File: src/rtl/ftd_consts.vh
// ftd_consts.vh: field positions, opcode patterns and timing for ftd.
// Assumes it is included by the decoder and its helper modules only.
`ifndef FTD_CONSTS_VH
`define FTD_CONSTS_VH

`define FTD_Q_PER_CYC 4
`define FTD_WORD_W 14

`define FTD_D_BIT 7
`define FTD_F_MSB 6
`define FTD_B_MSB 9
`define FTD_B_LSB 7
`define FTD_K11_MSB 10
`define FTD_K9_MSB 8
`define FTD_K8_MSB 7
`define FTD_K7_MSB 6
`define FTD_K6_MSB 5
`define FTD_K5_MSB 4
`define FTD_N_OFS_BIT 6
`define FTD_N_INC_BIT 2
`define FTD_DIR_OFS_BIT 7
`define FTD_DIR_INC_BIT 3

`define FTD_CLS_BYTE 2'h0
`define FTD_CLS_BIT 2'h1
`define FTD_CLS_LIT 2'h2

`define FTD_ADDR_IND0 7'h00
`define FTD_ADDR_IND1 7'h01

`define FTD_OP_MOVWF 6'h00
`define FTD_OP_CLR 6'h01
`define FTD_OP_SUBWF 6'h02
`define FTD_OP_DECF 6'h03
`define FTD_OP_IORWF 6'h04
`define FTD_OP_ANDWF 6'h05
`define FTD_OP_XORWF 6'h06
`define FTD_OP_ADDWF 6'h07
`define FTD_OP_MOVF 6'h08
`define FTD_OP_COMF 6'h09
`define FTD_OP_INCF 6'h0A
`define FTD_OP_DECSKZ 6'h0B
`define FTD_OP_RRF 6'h0C
`define FTD_OP_RLF 6'h0D
`define FTD_OP_SWAPF 6'h0E
`define FTD_OP_INCSKZ 6'h0F
`define FTD_OP_LSLF 6'h35
`define FTD_OP_LSRF 6'h36
`define FTD_OP_ASRF 6'h37
`define FTD_OP_SUBWFB 6'h3B
`define FTD_OP_ADDWFC 6'h3D

`define FTD_OP_MOVLW 6'h30
`define FTD_OP_RETLIT 6'h34
`define FTD_OP_IORLW 6'h38
`define FTD_OP_ANDLW 6'h39
`define FTD_OP_XORLW 6'h3A
`define FTD_OP_SUBLW 6'h3C
`define FTD_OP_ADDLW 6'h3E
`define FTD_OP_PTROFS 6'h3F

`define FTD_OP_BCLR 4'h4
`define FTD_OP_BSET 4'h5
`define FTD_OP_SKBC 4'h6
`define FTD_OP_SKBS 4'h7

`define FTD_OP_JUMP 3'h5
`define FTD_OP_CALL 3'h4
`define FTD_OP_RBR 5'h19
`define FTD_OP_PAGE 7'h63
`define FTD_OP_ADDPTR 7'h62
`define FTD_OP_BANK 9'h001
`define FTD_OP_PTRINC 10'h001

`define FTD_W_NOP 14'h0000
`define FTD_W_RET 14'h0008
`define FTD_W_IRET 14'h0009
`define FTD_W_WCALL 14'h000A
`define FTD_W_CBR 14'h000B

`endif

File: src/rtl/ftd_decoder.v
// ftd_decoder.v: decodes 14-bit words, extracts operand fields and paces
// each instruction in cycles of four oscillator clocks.
// Assumes the fetch path offers a word with valid and the datapath returns
// the skip test result at the end of the first instruction cycle.
`default_nettype none
`include "ftd_consts.vh"

module ftd_decoder (
	input wire i_sys_clk,
	input wire i_rst,
	input wire [13:0] i_instr,
	input wire i_instr_valid,
	output wire o_instr_ready,
	input wire i_skip_true,
	input wire i_ptr0_msb,
	input wire i_ptr1_msb,
	output wire [1:0] o_qphase,
	output wire o_cyc_end,
	output wire o_exec,
	output wire o_extra_cycle,
	output wire o_nop_cycle,
	output wire [1:0] o_cycles,
	output wire [1:0] o_class,
	output wire o_known,
	output wire o_op_only,
	output wire [13:0] o_word,
	output wire [6:0] o_file_addr,
	output wire o_dest_file,
	output wire [2:0] o_bit_num,
	output wire [7:0] o_lit8,
	output wire [10:0] o_lit11,
	output wire [6:0] o_lit7,
	output wire [4:0] o_lit5,
	output wire [8:0] o_lit9,
	output wire o_ptr_idx,
	output wire [5:0] o_lit6,
	output wire [1:0] o_ptr_mode,
	output wire o_flow,
	output wire o_skip_op,
	output wire o_call,
	output wire o_return,
	output wire o_indirect,
	output wire o_file_rd,
	output wire o_file_wr,
	output wire o_wreg_wr,
	output wire o_upd_carry,
	output wire o_upd_digit_carry,
	output wire o_upd_zero
);

	wire [13:0] w = i_instr;
	wire [5:0] op6 = w[13:8];
	wire d = w[`FTD_D_BIT];
	wire [6:0] f = w[`FTD_F_MSB:0];

	wire step;
	wire [1:0] left;
	wire take;
	wire done;
	wire add;

	reg [1:0] cls;
	reg use_f;
	reg wr_f;
	reg wr_w;
	reg fc;
	reg fdc;
	reg fz;
	reg flow;
	reg skip;
	reg call;
	reg ret;
	reg ptr;
	reg ptr_n;
	reg known;
	reg op_only;
	wire ind;
	wire byte_hi;
	wire byte_op;

	reg active_r;
	reg first_r;
	reg [1:0] cycles_r;
	reg flow_r;
	reg skip_r;
	reg taken_r;
	reg [1:0] cls_r;
	reg known_r;
	reg op_only_r;
	reg [13:0] word_r;
	reg call_r;
	reg ret_r;
	reg ind_r;
	reg use_f_r;
	reg wr_f_r;
	reg wr_w_r;
	reg fc_r;
	reg fdc_r;
	reg fz_r;

	ftd_qdiv u_qdiv (
		.i_sys_clk(i_sys_clk),
		.i_rst(i_rst),
		.o_phase(o_qphase),
		.o_cyc_end(step)
	);

	// Shifted and carry-in forms sit in the upper opcode space but still
	// use the byte-oriented layout.
	assign byte_hi = (op6 == `FTD_OP_ADDWFC) || (op6 == `FTD_OP_SUBWFB) ||
		(op6 == `FTD_OP_LSLF) || (op6 == `FTD_OP_LSRF) ||
		(op6 == `FTD_OP_ASRF);
	assign byte_op = ((w[13:12] == 2'h0) &&
		((op6 != `FTD_OP_MOVWF) || d)) || byte_hi;

	always @* begin
		cls = `FTD_CLS_LIT;
		use_f = 1'b0;
		wr_f = 1'b0;
		wr_w = 1'b0;
		fc = 1'b0;
		fdc = 1'b0;
		fz = 1'b0;
		flow = 1'b0;
		skip = 1'b0;
		call = 1'b0;
		ret = 1'b0;
		ptr = 1'b0;
		ptr_n = 1'b0;
		known = 1'b1;
		op_only = 1'b0;
		if (w[13:12] == 2'h1) begin
			cls = `FTD_CLS_BIT;
			use_f = 1'b1;
			case (w[13:10])
				`FTD_OP_BCLR, `FTD_OP_BSET: wr_f = 1'b1;
				default: skip = 1'b1;
			endcase
		end else if (w[13:12] == 2'h2) begin
			flow = 1'b1;
			call = (w[13:11] == `FTD_OP_CALL);
		end else if (byte_op) begin
			cls = `FTD_CLS_BYTE;
			// Clearing the working register touches no file register;
			// its low bits are don't-care.
			use_f = !((op6 == `FTD_OP_CLR) && !d);
			wr_f = d;
			wr_w = !d;
			case (op6)
				`FTD_OP_ADDWF, `FTD_OP_ADDWFC, `FTD_OP_SUBWF,
				`FTD_OP_SUBWFB: begin
					fc = 1'b1;
					fdc = 1'b1;
					fz = 1'b1;
				end
				`FTD_OP_LSLF, `FTD_OP_LSRF, `FTD_OP_ASRF: begin
					fc = 1'b1;
					fz = 1'b1;
				end
				`FTD_OP_RLF, `FTD_OP_RRF: fc = 1'b1;
				`FTD_OP_DECSKZ, `FTD_OP_INCSKZ: skip = 1'b1;
				`FTD_OP_SWAPF, `FTD_OP_MOVWF: fz = 1'b0;
				default: fz = 1'b1;
			endcase
		end else if (w == `FTD_W_NOP) begin
			op_only = 1'b1;
		end else if ((w == `FTD_W_RET) || (w == `FTD_W_IRET)) begin
			op_only = 1'b1;
			flow = 1'b1;
			ret = 1'b1;
		end else if (w == `FTD_W_WCALL) begin
			op_only = 1'b1;
			flow = 1'b1;
			call = 1'b1;
		end else if (w == `FTD_W_CBR) begin
			op_only = 1'b1;
			flow = 1'b1;
		end else if (w[13:5] == `FTD_OP_BANK) begin
			known = 1'b1;
		end else if (w[13:4] == `FTD_OP_PTRINC) begin
			ptr = 1'b1;
			ptr_n = w[`FTD_N_INC_BIT];
			wr_w = !w[`FTD_DIR_INC_BIT];
		end else if (w[13:9] == `FTD_OP_RBR) begin
			flow = 1'b1;
		end else if ((w[13:7] == `FTD_OP_PAGE) ||
			(w[13:7] == `FTD_OP_ADDPTR)) begin
			known = 1'b1;
		end else begin
			case (op6)
				`FTD_OP_ADDLW, `FTD_OP_SUBLW: begin
					wr_w = 1'b1;
					fc = 1'b1;
					fdc = 1'b1;
					fz = 1'b1;
				end
				`FTD_OP_ANDLW, `FTD_OP_IORLW, `FTD_OP_XORLW: begin
					wr_w = 1'b1;
					fz = 1'b1;
				end
				`FTD_OP_MOVLW: wr_w = 1'b1;
				`FTD_OP_RETLIT: begin
					wr_w = 1'b1;
					flow = 1'b1;
					ret = 1'b1;
				end
				`FTD_OP_PTROFS: begin
					ptr = 1'b1;
					ptr_n = w[`FTD_N_OFS_BIT];
					wr_w = !w[`FTD_DIR_OFS_BIT];
				end
				default: known = 1'b0;
			endcase
		end
	end

	// A pointer whose top bit is set addresses program memory, which
	// costs the core one more instruction cycle.
	assign ind = (use_f && (((f == `FTD_ADDR_IND0) && i_ptr0_msb) ||
		((f == `FTD_ADDR_IND1) && i_ptr1_msb))) ||
		(ptr && (ptr_n ? i_ptr1_msb : i_ptr0_msb));

	// The skip result is only known at the end of the first cycle.
	assign add = first_r && skip_r && i_skip_true;
	assign done = (left == 2'h0) && !add;
	assign o_instr_ready = step && done;
	assign take = o_instr_ready && i_instr_valid;

	ftd_stretch u_stretch (
		.i_sys_clk(i_sys_clk),
		.i_rst(i_rst),
		.i_step(step),
		.i_load(take),
		.i_val({1'b0, flow} + {1'b0, ind}),
		.i_add(add),
		.o_left(left)
	);

	always @(posedge i_sys_clk) begin
		if (i_rst) begin
			active_r <= 1'b0;
			first_r <= 1'b0;
			cycles_r <= 2'h0;
			taken_r <= 1'b0;
		end else if (step) begin
			active_r <= take || !done;
			first_r <= take;
			if (take) begin
				cycles_r <= 2'h1 + {1'b0, flow} + {1'b0, ind};
				taken_r <= flow;
			end else if (add) begin
				cycles_r <= cycles_r + 2'h1;
				taken_r <= 1'b1;
			end
		end
	end

	always @(posedge i_sys_clk) begin
		if (i_rst) begin
			word_r <= 14'h0000;
			cls_r <= `FTD_CLS_LIT;
			known_r <= 1'b0;
			op_only_r <= 1'b0;
			flow_r <= 1'b0;
			skip_r <= 1'b0;
			call_r <= 1'b0;
			ret_r <= 1'b0;
			ind_r <= 1'b0;
			use_f_r <= 1'b0;
			wr_f_r <= 1'b0;
			wr_w_r <= 1'b0;
			fc_r <= 1'b0;
			fdc_r <= 1'b0;
			fz_r <= 1'b0;
		end else if (take) begin
			word_r <= w;
			cls_r <= cls;
			known_r <= known;
			op_only_r <= op_only;
			flow_r <= flow;
			skip_r <= skip;
			call_r <= call;
			ret_r <= ret;
			ind_r <= ind;
			use_f_r <= use_f;
			wr_f_r <= wr_f;
			wr_w_r <= wr_w;
			fc_r <= fc;
			fdc_r <= fdc;
			fz_r <= fz;
		end
	end

	assign o_cyc_end = step;
	assign o_exec = first_r;
	assign o_extra_cycle = active_r && !first_r;
	// Every cycle after the first of a flow change does no work.
	assign o_nop_cycle = o_extra_cycle && taken_r;
	assign o_cycles = cycles_r;
	assign o_class = cls_r;
	assign o_known = known_r;
	assign o_op_only = op_only_r;
	assign o_word = word_r;

	// Fields are cut from the held word; the datapath picks by class.
	assign o_file_addr = word_r[`FTD_F_MSB:0];
	assign o_dest_file = word_r[`FTD_D_BIT];
	assign o_bit_num = word_r[`FTD_B_MSB:`FTD_B_LSB];
	assign o_lit8 = word_r[`FTD_K8_MSB:0];
	assign o_lit11 = word_r[`FTD_K11_MSB:0];
	assign o_lit7 = word_r[`FTD_K7_MSB:0];
	assign o_lit5 = word_r[`FTD_K5_MSB:0];
	assign o_lit9 = word_r[`FTD_K9_MSB:0];
	assign o_lit6 = word_r[`FTD_K6_MSB:0];
	assign o_ptr_idx = (word_r[13:12] == 2'h3) ?
		word_r[`FTD_N_OFS_BIT] : word_r[`FTD_N_INC_BIT];
	assign o_ptr_mode = word_r[1:0];

	assign o_flow = flow_r;
	assign o_skip_op = skip_r;
	assign o_call = call_r;
	assign o_return = ret_r;
	assign o_indirect = ind_r;

	// Read early and write in the last quarter so the modify fits between.
	assign o_file_rd = first_r && use_f_r &&
		(o_qphase == 2'h1);
	assign o_file_wr = first_r && wr_f_r && step;
	assign o_wreg_wr = first_r && wr_w_r && step;
	assign o_upd_carry = first_r && fc_r && step;
	assign o_upd_digit_carry = first_r && fdc_r && step;
	assign o_upd_zero = first_r && fz_r && step;

endmodule
`default_nettype wire

File: src/rtl/ftd_qdiv.v
// ftd_qdiv.v: splits the oscillator clock into instruction-cycle quarters.
// Assumes one free-running clock and a synchronous active-high reset.
`default_nettype none
`include "ftd_consts.vh"

module ftd_qdiv #(
	parameter DIV = `FTD_Q_PER_CYC
) (
	input wire i_sys_clk,
	input wire i_rst,
	output wire [1:0] o_phase,
	output wire o_cyc_end
);

	reg [1:0] cnt_r;
	wire [31:0] last_full = DIV - 1;

	// The last quarter marks the end of one instruction cycle. The
	// counter is two bits wide, so only dividers up to four fit.
	assign o_cyc_end = (cnt_r == last_full[1:0]);
	assign o_phase = cnt_r;

	always @(posedge i_sys_clk) begin
		if (i_rst) begin
			cnt_r <= 2'h0;
		end else if (o_cyc_end) begin
			cnt_r <= 2'h0;
		end else begin
			cnt_r <= cnt_r + 2'h1;
		end
	end

endmodule
`default_nettype wire

File: src/rtl/ftd_stretch.v
// ftd_stretch.v: counts the instruction cycles still owed after the first.
// Assumes load and step come from the decoder on cycle boundaries.
`default_nettype none

module ftd_stretch (
	input wire i_sys_clk,
	input wire i_rst,
	input wire i_step,
	input wire i_load,
	input wire [1:0] i_val,
	input wire i_add,
	output wire [1:0] o_left
);

	reg [1:0] cnt_r;
	reg [1:0] cnt_nxt;
	reg [1:0] sum;

	// A taken skip adds its no-op cycle in the same step that would
	// otherwise retire the first cycle. The cycle that starts at this
	// step is one of those owed, so it is taken off at once.
	always @* begin
		cnt_nxt = cnt_r;
		sum = cnt_r + {1'b0, i_add};
		if (i_load) begin
			cnt_nxt = i_val;
		end else if (i_step) begin
			cnt_nxt = sum - {1'b0, sum != 2'h0};
		end
	end

	always @(posedge i_sys_clk) begin
		if (i_rst) begin
			cnt_r <= 2'h0;
		end else begin
			cnt_r <= cnt_nxt;
		end
	end

	assign o_left = cnt_r;

endmodule
`default_nettype wire
File: config.mk
export PLATFORM = sky130hd
export DESIGN_NAME = ftd_decoder
export DESIGN_NICKNAME = d
export VERILOG_FILES = /design/src/rtl/ftd_decoder.v /design/src/rtl/ftd_qdiv.v /design/src/rtl/ftd_stretch.v
export VERILOG_INCLUDE_DIRS = /design/src /design/src/rtl
export SDC_FILE = /design/constraint.sdc
export NUM_CORES = 1
export LEC_CHECK = 0
export ABC_AREA = 1
export BUFFER_PORTS_ARGS = -buffer_cell sky130_fd_sc_hd__buf_2
export CORE_MARGIN = 1.5
export CORE_UTILIZATION = 40
export DETAILED_ROUTE_END_ITERATION = 12
export PLACE_DENSITY = 0.8
export SYNTH_ARGS = -nofsm -noshare
export SYNTH_HDL_FRONTEND = slang
export SYNTH_SLANG_ARGS = --single-unit
File: constraint.sdc
create_clock -name i_sys_clk -period 2.2 [get_ports i_sys_clk]
set_input_delay 0.33 -clock i_sys_clk [delete_from_list [all_inputs] [get_ports i_sys_clk]]
set_output_delay 0.33 -clock i_sys_clk [all_outputs]
set_load 0.01 [all_outputs]
==> impl_results.md, run 1 <==
* Status: finished, final reports clean
* Crit-path leading delay family: simple AND/OR/NAND/NOR gates
* Die H at ~84 um
* Max Fanout on Critical Path at 18
* CTS buffer count at 5
* Clk slew on worst S/H paths at 80 ps
* Syn avg cell area at roughly 7 sq um
* Post-DR wirelength/cell at 12.3 um
* Clock skew at roughly 5.6 ps
* Vias in the first global route at 2300
* Class of the worst hold path: primary input to flop
* Asr flop ratio synth at 0%
* TNS Setup at 0 ps
* Area growth syn-to-layout at 12.6%
* Synth cell types at 40
* Main synth FF type: dfxtp_1
* CTS Sinks at 38
* Crit-path max cell delay at around 380 ps
* Port bufs at 117
* F_max at 518 MHz
* DIE AREA at between 7000 and 8000 sq um
* Number of antenna diodes at 0
* Lkg Pwr at ~0.0017 uW
* MaxCap Viol Count at 0
* Util after Layout at 46.7%
* Final period demand of the worst path at a little under 2000 ps
* CTS Buffer Depth at 2
* Die X at 84.4 um
* Worst Path Arrival at ~2200 ps
* Ys Warns at 0
* Share of layout cells above drive strength 1 at ~36%
* Relative slew slack at ~66%
* Unrepaired setup endpoints after global routing: false
* Slew @ Worst Pin at roughly 500 ps
* Final setup viols at 0
* Post-CTS Setup Repair Bufs at 0
* Core area at about 6400 sq um
* Insertion delay to the later sink of the worst-skew pair at around 290 ps
* Routed wire length at about 6.4 mm
* CP endpoint kind: flop
* Most common cell on crit path: nand2_1
* Slew Viols, Final at 0
* Vias after detailed routing at about 2500
* Pin count of the biggest net entering global routing at 22
* Final ANT Viol Nets at 0
* Ports at 118
* Critical Path RT at 2420 ps
* Post_cts resized at 0
* Post-Syn Nets at 403
* Stages on the worst setup path at 10
* Worst Path Buf+Inv at 3
* HPWL after DPL at ~5.2 mm
* Synth Register Bits at 38
* DRC Markers at 0
* Post-CTS Hold Buffers at 0
* H-tree depth at 2
* Syn Std Cell Area at 2650 sq um
* Overflow after GRT at 0
* Crit Path Class: flop to flop
* Pre-CTS setup slack at about 23 ps
* Fillers at approximately 700
* CTS tree: done
* Cells on Worst Hold Path at 3
* Critical path cell sequence: ha_1, inv_2, nor3_4, nand3_4, buf_4, nand2_1, nand2_1, inv_1, o21ai_0, a21oi_1
* Worst vdd ir at ~0.24 mV
* EDFF count, synth at 0
* # rows at 29
* Tot GR Track Use at around 18%
* Worst setup margin at 269 ps
* Detailed Routing Iterations Pass 1 at 5
* Final critical-path share of the clock period at 87.8%
* Clock Root Buffer: clkbuf_8
* Fin. Hold Viols at 0
* Vias per inst at ~4.8
* R2R depth at 10
* Sequential fraction of the synthesis area at between 20% and 30%
* Initial drt markers at ~130
* Pwr dens at around 500 nW/um^2
* Worst path slowest cell: dfxtp_1
* Initial antenna violation count at 0
* Cell count after synthesis at ~380
* First-pass GRT wire length at about 10 mm
* NumNets Final at around 470
* CP Launch Type: flop
* Final GP Congestion at 0.925
* Initial core utilization at between 40% and 50%
-- synth_stat cells, types with 3 or more instances --
library cell / n / area share, %
nand2_1: 81 / 11
buf_4: 62 / 18
dfxtp_1: 38 / 29
inv_1: 36 / 5.1
a21oi_1: 30 / 5.7
nand3_1: 23 / 4.3
nor2_1: 23 / 3.3
o21ai_0: 18 / 3.4
nand4_1: 6 / 1.4
ha_1: 5 / 2.4
inv_2: 5 / 0.71
nand2_2: 5 / 1.2
nor2_4: 5 / 2.1
buf_6: 4 / 1.7
clkbuf_1: 3 / 0.43
nor2_2: 3 / 0.71
-- tightest hold or removal path: cells and delay by family --
family,cells,cell delay (ps)
compound gates,1,40
buf+inv,1,120
simple gates,1,60
-- power by group --
part	total, uW	switching, uW	internal [uW]	leakage (uW)
sequential	730	19.9	710	0.000307
combinational	281	176	105	0.00130
clock	502	250	252	0.0000472
-- cells in the final DEF (no fill, tap or decap), drive strengths merged --
cell type / instances
nor4: 1
xnor2: 1
clkinvlp: 1
nand2: 86
nor3: 2
o221ai: 1
o21a: 2
a22oi: 1
o21ai: 21
inv: 41
ha: 5
or2: 2
and3: 2
nor3b: 1
o22ai: 1
nor2: 32
a31oi: 1
clkinv: 1
nand3b: 2
buf: 127
dfxtp: 38
o2111ai: 1
clkbuf: 6
nand3: 25
xor2: 2
nand4: 7
a21oi: 32
-- metrics by stage --
step / hold WS, ps / power, uW / cell area (sq um) / std cells
2_1_floorplan: 444 / 955 / 2650 / 378
3_3_place_gp: 446 / 1020 / 2890 / 511
3_5_place_dp: 460 / 1030 / 2890 / 511
4_1_cts: 308 / 1530 / 2980 / 519
5_1_grt: 309 / 1590 / 2980 / 519
6_report: 314 / 1510 / 2980 / 519
-- routing by layer --
metal | vias up | part of all wire [%] | track usage, %
met1 | 1115 | 43 | 21.2
li1 | 1276 | - | -
met5 | - | 0 | 0
met4 | 0 | 2.0 | 6.60
met2 | 86 | 50 | 31.3
met3 | 13 | 5.0 | 3.34
-- kinds of logic (layout without fill, tap and decap cells) --
logic type | count (synthesis) | in the layout | share of synthesized area (%)
xor+xnor | 3 | 3 | 0.992
fa+ha+maj | 5 | 5 | 2.36
buf+inv | 112 | 176 | 25.9
flops | 38 | 38 | 28.7
simple gates | 160 | 160 | 29.6
compound gates | 60 | 60 | 12.4
-- sequential cells by signal, summed over array words and instances (netlist names), 2 cells and up --
name and count:
o_class 2, o_cycles 2, o_word 14, u_qdiv.o_phase 2, u_stretch.o_left 2
-- cell type report --
cell class                 instances  area, sq um  share of cell area [%]
inverter                          41          154                    5.16
clock buffer                       6         82.6                    2.77
sequential                        38          761                    25.5
multi-input combinational        228         1200                    40.3
tap                               77         96.3                    3.23
clock inverter                     2         12.5                   0.420
timing repair buffer             127          673                    22.6
-- path summary, 6_finish.rpt --
kind | from | end | slack (ps)
worst max-delay path | u_qdiv.o_phase[0]$_SDFF_PP0_ | taken_r$_SDFFE_PP0P_ | 270
worst min-delay path | i_instr[4] | o_word[4]$_SDFFE_PP0P_ | 310
worst max register to register | u_qdiv.o_phase[0]$_SDFF_PP0_ | taken_r$_SDFFE_PP0P_ | 270
worst min register to register | wr_w_r$_SDFFE_PP0P_ | wr_w_r$_SDFFE_PP0P_ | 470
Note: power is estimated with default switching activity, not from simulation.
==> run 2, diff against run 1 <==
--- a/config.mk
+++ b/config.mk
@@ -6,7 +6,6 @@
 export SDC_FILE = /design/constraint.sdc
 export NUM_CORES = 1
 export LEC_CHECK = 0
-export ABC_AREA = 1
 export BUFFER_PORTS_ARGS = -buffer_cell sky130_fd_sc_hd__buf_2
 export CORE_MARGIN = 1.5
 export CORE_UTILIZATION = 40
==> impl_results.md, run 2 <==
* Asr flop ratio synth at 0% (unchanged)
* CTS buffer count at 5 (unchanged)
* First-pass GRT wire length at 10.3 mm (was 10.4 mm)
* CTS Sinks at 38 (unchanged)
* Worst vdd ir at 0.249 mV (was 0.240 mV)
* F_max at 520 MHz (was 518 MHz)
* Worst Path Arrival at 2150 ps (about the same)
* Die H at 82.7 um (was 84.4 um)
* Detailed Routing Iterations Pass 1 at 5 (unchanged)
* Area growth syn-to-layout at 13.8% (was 12.6%)
* Final setup viols at 0 (unchanged)
* Cell count after synthesis at 334 (was 378)
* Initial antenna violation count at 0 (unchanged)
* Unrepaired setup endpoints after global routing: false (unchanged)
* Post-synth top cells: buf_4 (59), nand2_1 (46), dfxtp_1 (38), a21oi_1 (35), nor2_1 (19) (was nand2_1 (81), buf_4 (62), dfxtp_1 (38), inv_1 (36), a21oi_1 (30))
* Final period demand of the worst path at 1920 ps (was 1930 ps)
* Die X at 82.7 um (was 84.4 um)
* DRC Markers at 0 (unchanged)
* Overflow after GRT at 0 (unchanged)
* Final GP Congestion at 0.919 (was 0.925)
* Core area at 6030 sq um (was 6390 sq um)
* Crit Path Class: flop to flop (unchanged)
* Clock skew at 9.78 ps (was 5.64 ps)
* Vias per inst at 5.28 (was 4.80)
* Final critical-path share of the clock period at 87.4% (was 87.8%)
* Synth top area share at 30.0% (was 28.7%)
* Post-Syn Nets at 359 (was 403)
* Status: finished, final reports clean (unchanged)
* Post-CTS Setup Repair Bufs at 0 (unchanged)
* NumNets Final at 417 (was 466)
* DIE AREA at 6840 sq um (was 7120 sq um)
* Routed wire length at 6.65 mm (was 6.36 mm)
* Initial drt markers at 205 (was 132)
* Number of flip-flops in the largest register at 14 (unchanged)
* Vias in the first global route at 2105 (was 2300)
* CP Launch Type: flop (unchanged)
* Synth Register Bits at 38 (unchanged)
* Initial core utilization at 42.2% (was 41.5%)
* EDFF count, synth at 0 (unchanged)
* Met3 Resource Use GR at 3.96% (was 3.34%)
* CP endpoint kind: flop (unchanged)
* Sequential fraction of the synthesis area at 30.0% (was 28.7%)
* Max Fanout on Critical Path at 13 (was 18)
* Share of layout cells above drive strength 1 at 38.4% (was 36.4%)
* H-tree depth at 2 (unchanged)
* HPWL after DPL at 5.13 mm (was 5.15 mm)
* Main synth FF type: dfxtp_1 (unchanged)
* Port bufs at 117 (unchanged)
* CTS tree: done (unchanged)
* Ys Warns at 0 (unchanged)
* Commonest non-fill, non-tap cell in the layout: buf_2 (unchanged)
* Ports at 118 (unchanged)
* Insertion delay to the later sink of the worst-skew pair at 300 ps (was 290 ps)
* MaxCap Viol Count at 0 (unchanged)
* Commonest non-fill, non-tap cells in the layout: buf_2 (117), nand2_1 (46), dfxtp_1 (38) (was buf_2 (117), nand2_1 (81), dfxtp_1 (38))
* Util after Layout at 48.0% (was 46.7%)
* Syn Std Cell Area at 2540 sq um (was 2650 sq um)
* Relative slew slack at 62.6% (was 65.8%)
* Final ANT Viol Nets at 0 (unchanged)
* Vias after detailed routing at 2471 (was 2490)
* Clock Root Buffer: clkbuf_8 (unchanged)
* Biggest area consumer among synthesized cells: dfxtp_1 (unchanged)
* # rows at 28 (was 29)
* Post_cts resized at 0 (unchanged)
* Met1 usage at 26.3% (was 21.2%)
* Class of the worst hold path: primary input to flop (unchanged)
* Critical Path RT at 2420 ps (about the same)
* Main area contributors after synthesis: dfxtp_1 (30%), buf_4 (17%), a21oi_1 (6.9%) (was dfxtp_1 (29%), buf_4 (18%), nand2_1 (11%))
* Grt peak-use layer: met2 (unchanged)
* Synth cell types at 52 (was 40)
* Most common cell in the netlist: buf_4 (was nand2_1)
* Post-DR wirelength/cell at 14.2 um (was 12.3 um)
* Slew Viols, Final at 0 (unchanged)
* Slew @ Worst Pin at 562 ps (was 513 ps)
* Fin. Hold Viols at 0 (unchanged)
* Post-CTS Hold Buffers at 0 (unchanged)
* Clk slew on worst S/H paths at 80 ps (about the same)
* CTS Buffer Depth at 2 (unchanged)
* Syn avg cell area at 7.60 sq um (was 7.01 sq um)
* Pin count of the biggest net entering global routing at 32 (was 22)
* Number of antenna diodes at 0 (unchanged)
* Lkg Pwr at 0.00148 uW (was 0.00166 uW)
* M2 GR Usage at 32.1% (was 31.3%)
* TNS Setup at 0 ps (unchanged)
* Tot GR Track Use at 19.9% (was 17.7%)
* Pwr dens at 551 nW/um^2 (was 507 nW/um^2)
-- run 2: changes by cell type after synthesis, moves of 7 or more --
cell     before  now
inv_1        36   13
buf_2         2    9
o21ai_0      18   10
nand3_1      23    4
nand2_1      81   46
-- run 2: critical path, cell delays in order (launching register included) --
cell and delay, ps:
dfxtp_1 380, ha_1 190, nor3b_2 280, and3_1 480, buf_4 270, nand2_1 90
a21oi_1 150
-- run 2: cell type report --
class,count,area (sq um)
Fill cell,626,3140
Multi-Input combinational cell,205,1200
Sequential cell,38,761
Timing Repair Buffer,129,676
Tap cell,75,93.8
Clock buffer,5,68.8
Inverter,13,48.8
Clock inverter,3,45.0
-- run 2: worst paths after layout --
check	slack [ps]	to	cells after the start	start
worst min-delay path	300	active_r$_SDFFE_PP0P_	3	i_instr_valid
worst min register to register	450	o_op_only$_SDFFE_PP0P_	2	o_op_only$_SDFFE_PP0P_
worst max-delay path	280	use_f_r$_SDFFE_PP0P_	6	u_qdiv.o_phase[0]$_SDFF_PP0_
worst max register to register	280	use_f_r$_SDFFE_PP0P_	6	u_qdiv.o_phase[0]$_SDFF_PP0_
-- run 2: kinds of logic after synthesis --
kind of cell	Yosys count	synth area share, %
muxes	5	2.07
adders and majority gates	5	2.46
buffers and inverters	91	22.9
DFF	38	30.0
and+or+nand+nor	112	22.7
xor gates and xnor gates	3	1.03
AOI/OAI and AO/OA	80	18.9
-- run 2: routing by layer --
metal	share of wire [%]	routed length [um]
met1	46	3040
met5	0	0
met4	1.2	83
met2	46	3040
met3	7.3	486
-- run 2: stage by stage --
step                setup slack (ps)  total power, uW  area [sq um]  hold slack (ps)  cells
floorplan                        215              925          2540              424    334
global placement                89.7             1010          2780              441    460
detailed placement              32.8             1010          2780              441    460
CTS                              266             1610          2890              291    468
global route                     106             1670          2890              303    468
finish                           276             1590          2890              298    468
-- run 2: where the power goes --
group	total, uW	switching [uW]	internal (uW)
clock	603	266	337
sequential	724	16.6	708
combinational	266	165	101
==> run 3, diff against run 2 <==
--- a/config.mk
+++ b/config.mk
@@ -6,10 +6,12 @@
 export SDC_FILE = /design/constraint.sdc
 export NUM_CORES = 1
 export LEC_CHECK = 0
+export ABC_CLOCK_PERIOD_IN_PS = 2200
 export BUFFER_PORTS_ARGS = -buffer_cell sky130_fd_sc_hd__buf_2
 export CORE_MARGIN = 1.5
 export CORE_UTILIZATION = 40
 export DETAILED_ROUTE_END_ITERATION = 12
+export MAX_ROUTING_LAYER = met4
 export PLACE_DENSITY = 0.8
 export SYNTH_ARGS = -nofsm -noshare
 export SYNTH_HDL_FRONTEND = slang
==> impl_results.md, run 3 (synthesized netlist as in run 2, its figures left out) <==
* Status: finished, final reports clean (unchanged)
* Tot GR Track Use at 21.0% (was 19.9%)
* Post-CTS Hold Buffers at 0 (unchanged)
* CTS Buffer Depth at 2 (unchanged)
* CP endpoint kind: flop (unchanged)
* Met2 wire len at 3.11 mm (was 3.04 mm)
* Port bufs at 117 (unchanged)
* Worst vdd ir at 0.302 mV (was 0.249 mV)
* Max layer used: met4 (unchanged)
* Unrepaired setup endpoints after global routing: false (unchanged)
* Vias per inst at 5.34 (was 5.28)
* Worst Path Arrival at 2170 ps (was 2150 ps)
* Combined area of the multi-input logic cells at 1200 sq um (unchanged)
* CTS tree: done (unchanged)
* Sequential cell area at 761 sq um (unchanged)
* Commonest non-fill, non-tap cells in the layout: buf_2 (117), nand2_1 (46), dfxtp_1 (38) (unchanged)
* Max Fanout on Critical Path at 13 (unchanged)
* Slew Viols, Final at 0 (unchanged)
* Relative slew slack at 71.9% (was 62.6%)
* Ports at 118 (unchanged)
* Reg-to-reg critical path startpoint: u_qdiv.o_phase[0]$_SDFF_PP0_ (unchanged)
* CTS buffer count at 5 (unchanged)
* Crit Path Class: flop to flop (unchanged)
* F_max at 515 MHz (was 520 MHz)
* Lkg Pwr at 0.00149 uW (was 0.00148 uW)
* Met1 WL at 3.15 mm (was 3.04 mm)
* CTS Sinks at 38 (unchanged)
* Pin count of the biggest net entering global routing at 30 (was 32)
* Number of flip-flops in the largest register at 14 (unchanged)
* Initial drt markers at 179 (was 205)
* Pre-CTS setup slack at 56.4 ps (was 32.8 ps)
* Post-DR wirelength/cell at 14.7 um (was 14.2 um)
* NumNets Final at 419 (was 417)
* Core area at 6030 sq um (unchanged)
* Slew @ Worst Pin at 419 ps (was 562 ps)
* Commonest non-fill, non-tap cell in the layout: buf_2 (unchanged)
* Fillers at 635 (was 626)
* DIE AREA at 6840 sq um (unchanged)
* Die H at 82.7 um (unchanged)
* Vias in the first global route at 2191 (was 2105)
* Post_cts resized at 0 (unchanged)
* Detailed Routing Iterations Pass 1 at 5 (unchanged)
* # rows at 28 (unchanged)
* Critical path startpoint: u_qdiv.o_phase[0]$_SDFF_PP0_ (unchanged)
* Pwr dens at 552 nW/um^2 (was 551 nW/um^2)
* CP Launch Type: flop (unchanged)
* Hold wc startpoint: i_instr[3] (was i_instr_valid)
* MaxCap Viol Count at 0 (unchanged)
* Initial core utilization at 42.2% (unchanged)
* Number of antenna diodes at 0 (unchanged)
* Routed wire length at 6.89 mm (was 6.65 mm)
* Worst setup margin at 258 ps (was 276 ps)
* Vias after detailed routing at 2508 (was 2471)
* Met3 WL at 532 um (was 486 um)
* Class of the worst hold path: primary input to flop (unchanged)
* Fin. Hold Viols at 0 (unchanged)
* Clock skew at 6.49 ps (was 9.78 ps)
* HPWL after DPL at 5.25 mm (was 5.13 mm)
* DRC Markers at 0 (unchanged)
* TNS Setup at 0 ps (unchanged)
* Insertion delay to the later sink of the worst-skew pair at 300 ps (about the same)
* Final critical-path share of the clock period at 88.3% (was 87.4%)
* Initial antenna violation count at 0 (unchanged)
* Die X at 82.7 um (unchanged)
* H-tree depth at 2 (unchanged)
* First-pass GRT wire length at 10.6 mm (was 10.3 mm)
* Final period demand of the worst path at 1940 ps (was 1920 ps)
* Clock Root Buffer: clkbuf_8 (unchanged)
* Final GP Congestion at 0.891 (was 0.919)
* Final ANT Viol Nets at 0 (unchanged)
* Final setup viols at 0 (unchanged)
* Post-CTS Setup Repair Bufs at 0 (unchanged)
* Overflow after GRT at 0 (unchanged)
* Cells after DPL at 462 (was 460)
* Share of layout cells above drive strength 1 at 38.7% (was 38.4%)
* Critical Path RT at 2430 ps (was 2420 ps)
* Fin cells at 470 (was 468)
* Clk slew on worst S/H paths at 80 ps (about the same)
* Area growth syn-to-layout at 14.4% (was 13.8%)
run 3: cell count changes in the layout (fill, tap and decap cells not counted), sizes merged:
| cell | previous run | this run |
|---|---|---|
| buf | 129 | 131 |
run 3: where the power goes:
part | leakage (uW) | switching, uW | internal, uW | total [uW]
registers | 0.000307 | 16.5 | 707 | 724
logic | 0.00113 | 169 | 104 | 273
clock network | 0.0000504 | 270 | 337 | 607
run 3: cell type report:
cell class | instances | share of cell area [%]
timing repair buffer | 131 | 23.8
clock inverter | 3 | 1.55
multi-input combinational | 205 | 41.2
inverter | 13 | 1.68
tap | 75 | 3.23
sequential | 38 | 26.2
clock buffer | 5 | 2.37
run 3: critical path, cell delays in order, from the launching register on:
cell and delay [ps]:
dfxtp_1 380, ha_1 180, nor3b_2 330, and3_1 460
buf_4 270, nand2_1 100, a21oi_1 150
run 3: through the flow:
stage | utilization [%] | power, uW | area (sq um) | hold slack (ps)
5_1_grt | 48.2 | 1680 | 2910 | 295
2_1_floorplan | - | 925 | 2540 | 424
3_5_place_dp | 46.3 | 1010 | 2790 | 449
4_1_cts | 48.2 | 1610 | 2910 | 307
6_report | 48.2 | 1600 | 2910 | 301
3_3_place_gp | 46.3 | 1010 | 2790 | 440
run 3: worst paths after layout:
path                                   to  slack, ps  cells past startpoint
setup / recovery     use_f_r$_SDFFE_PP0P_        260                      6
hold / removal     o_word[3]$_SDFFE_PP0P_        300                      3
setup reg to reg     use_f_r$_SDFFE_PP0P_        260                      6
hold reg to reg   o_word[11]$_SDFFE_PP0P_        460                      2
run 3: layer usage:
metal / vias up / GRT usage (%)
met5: - / -
met4: 0 / 5.50
met3: 13 / 4.29
met2: 132 / 32.6
met1: 1152 / 27.8
li1: 1211 / -
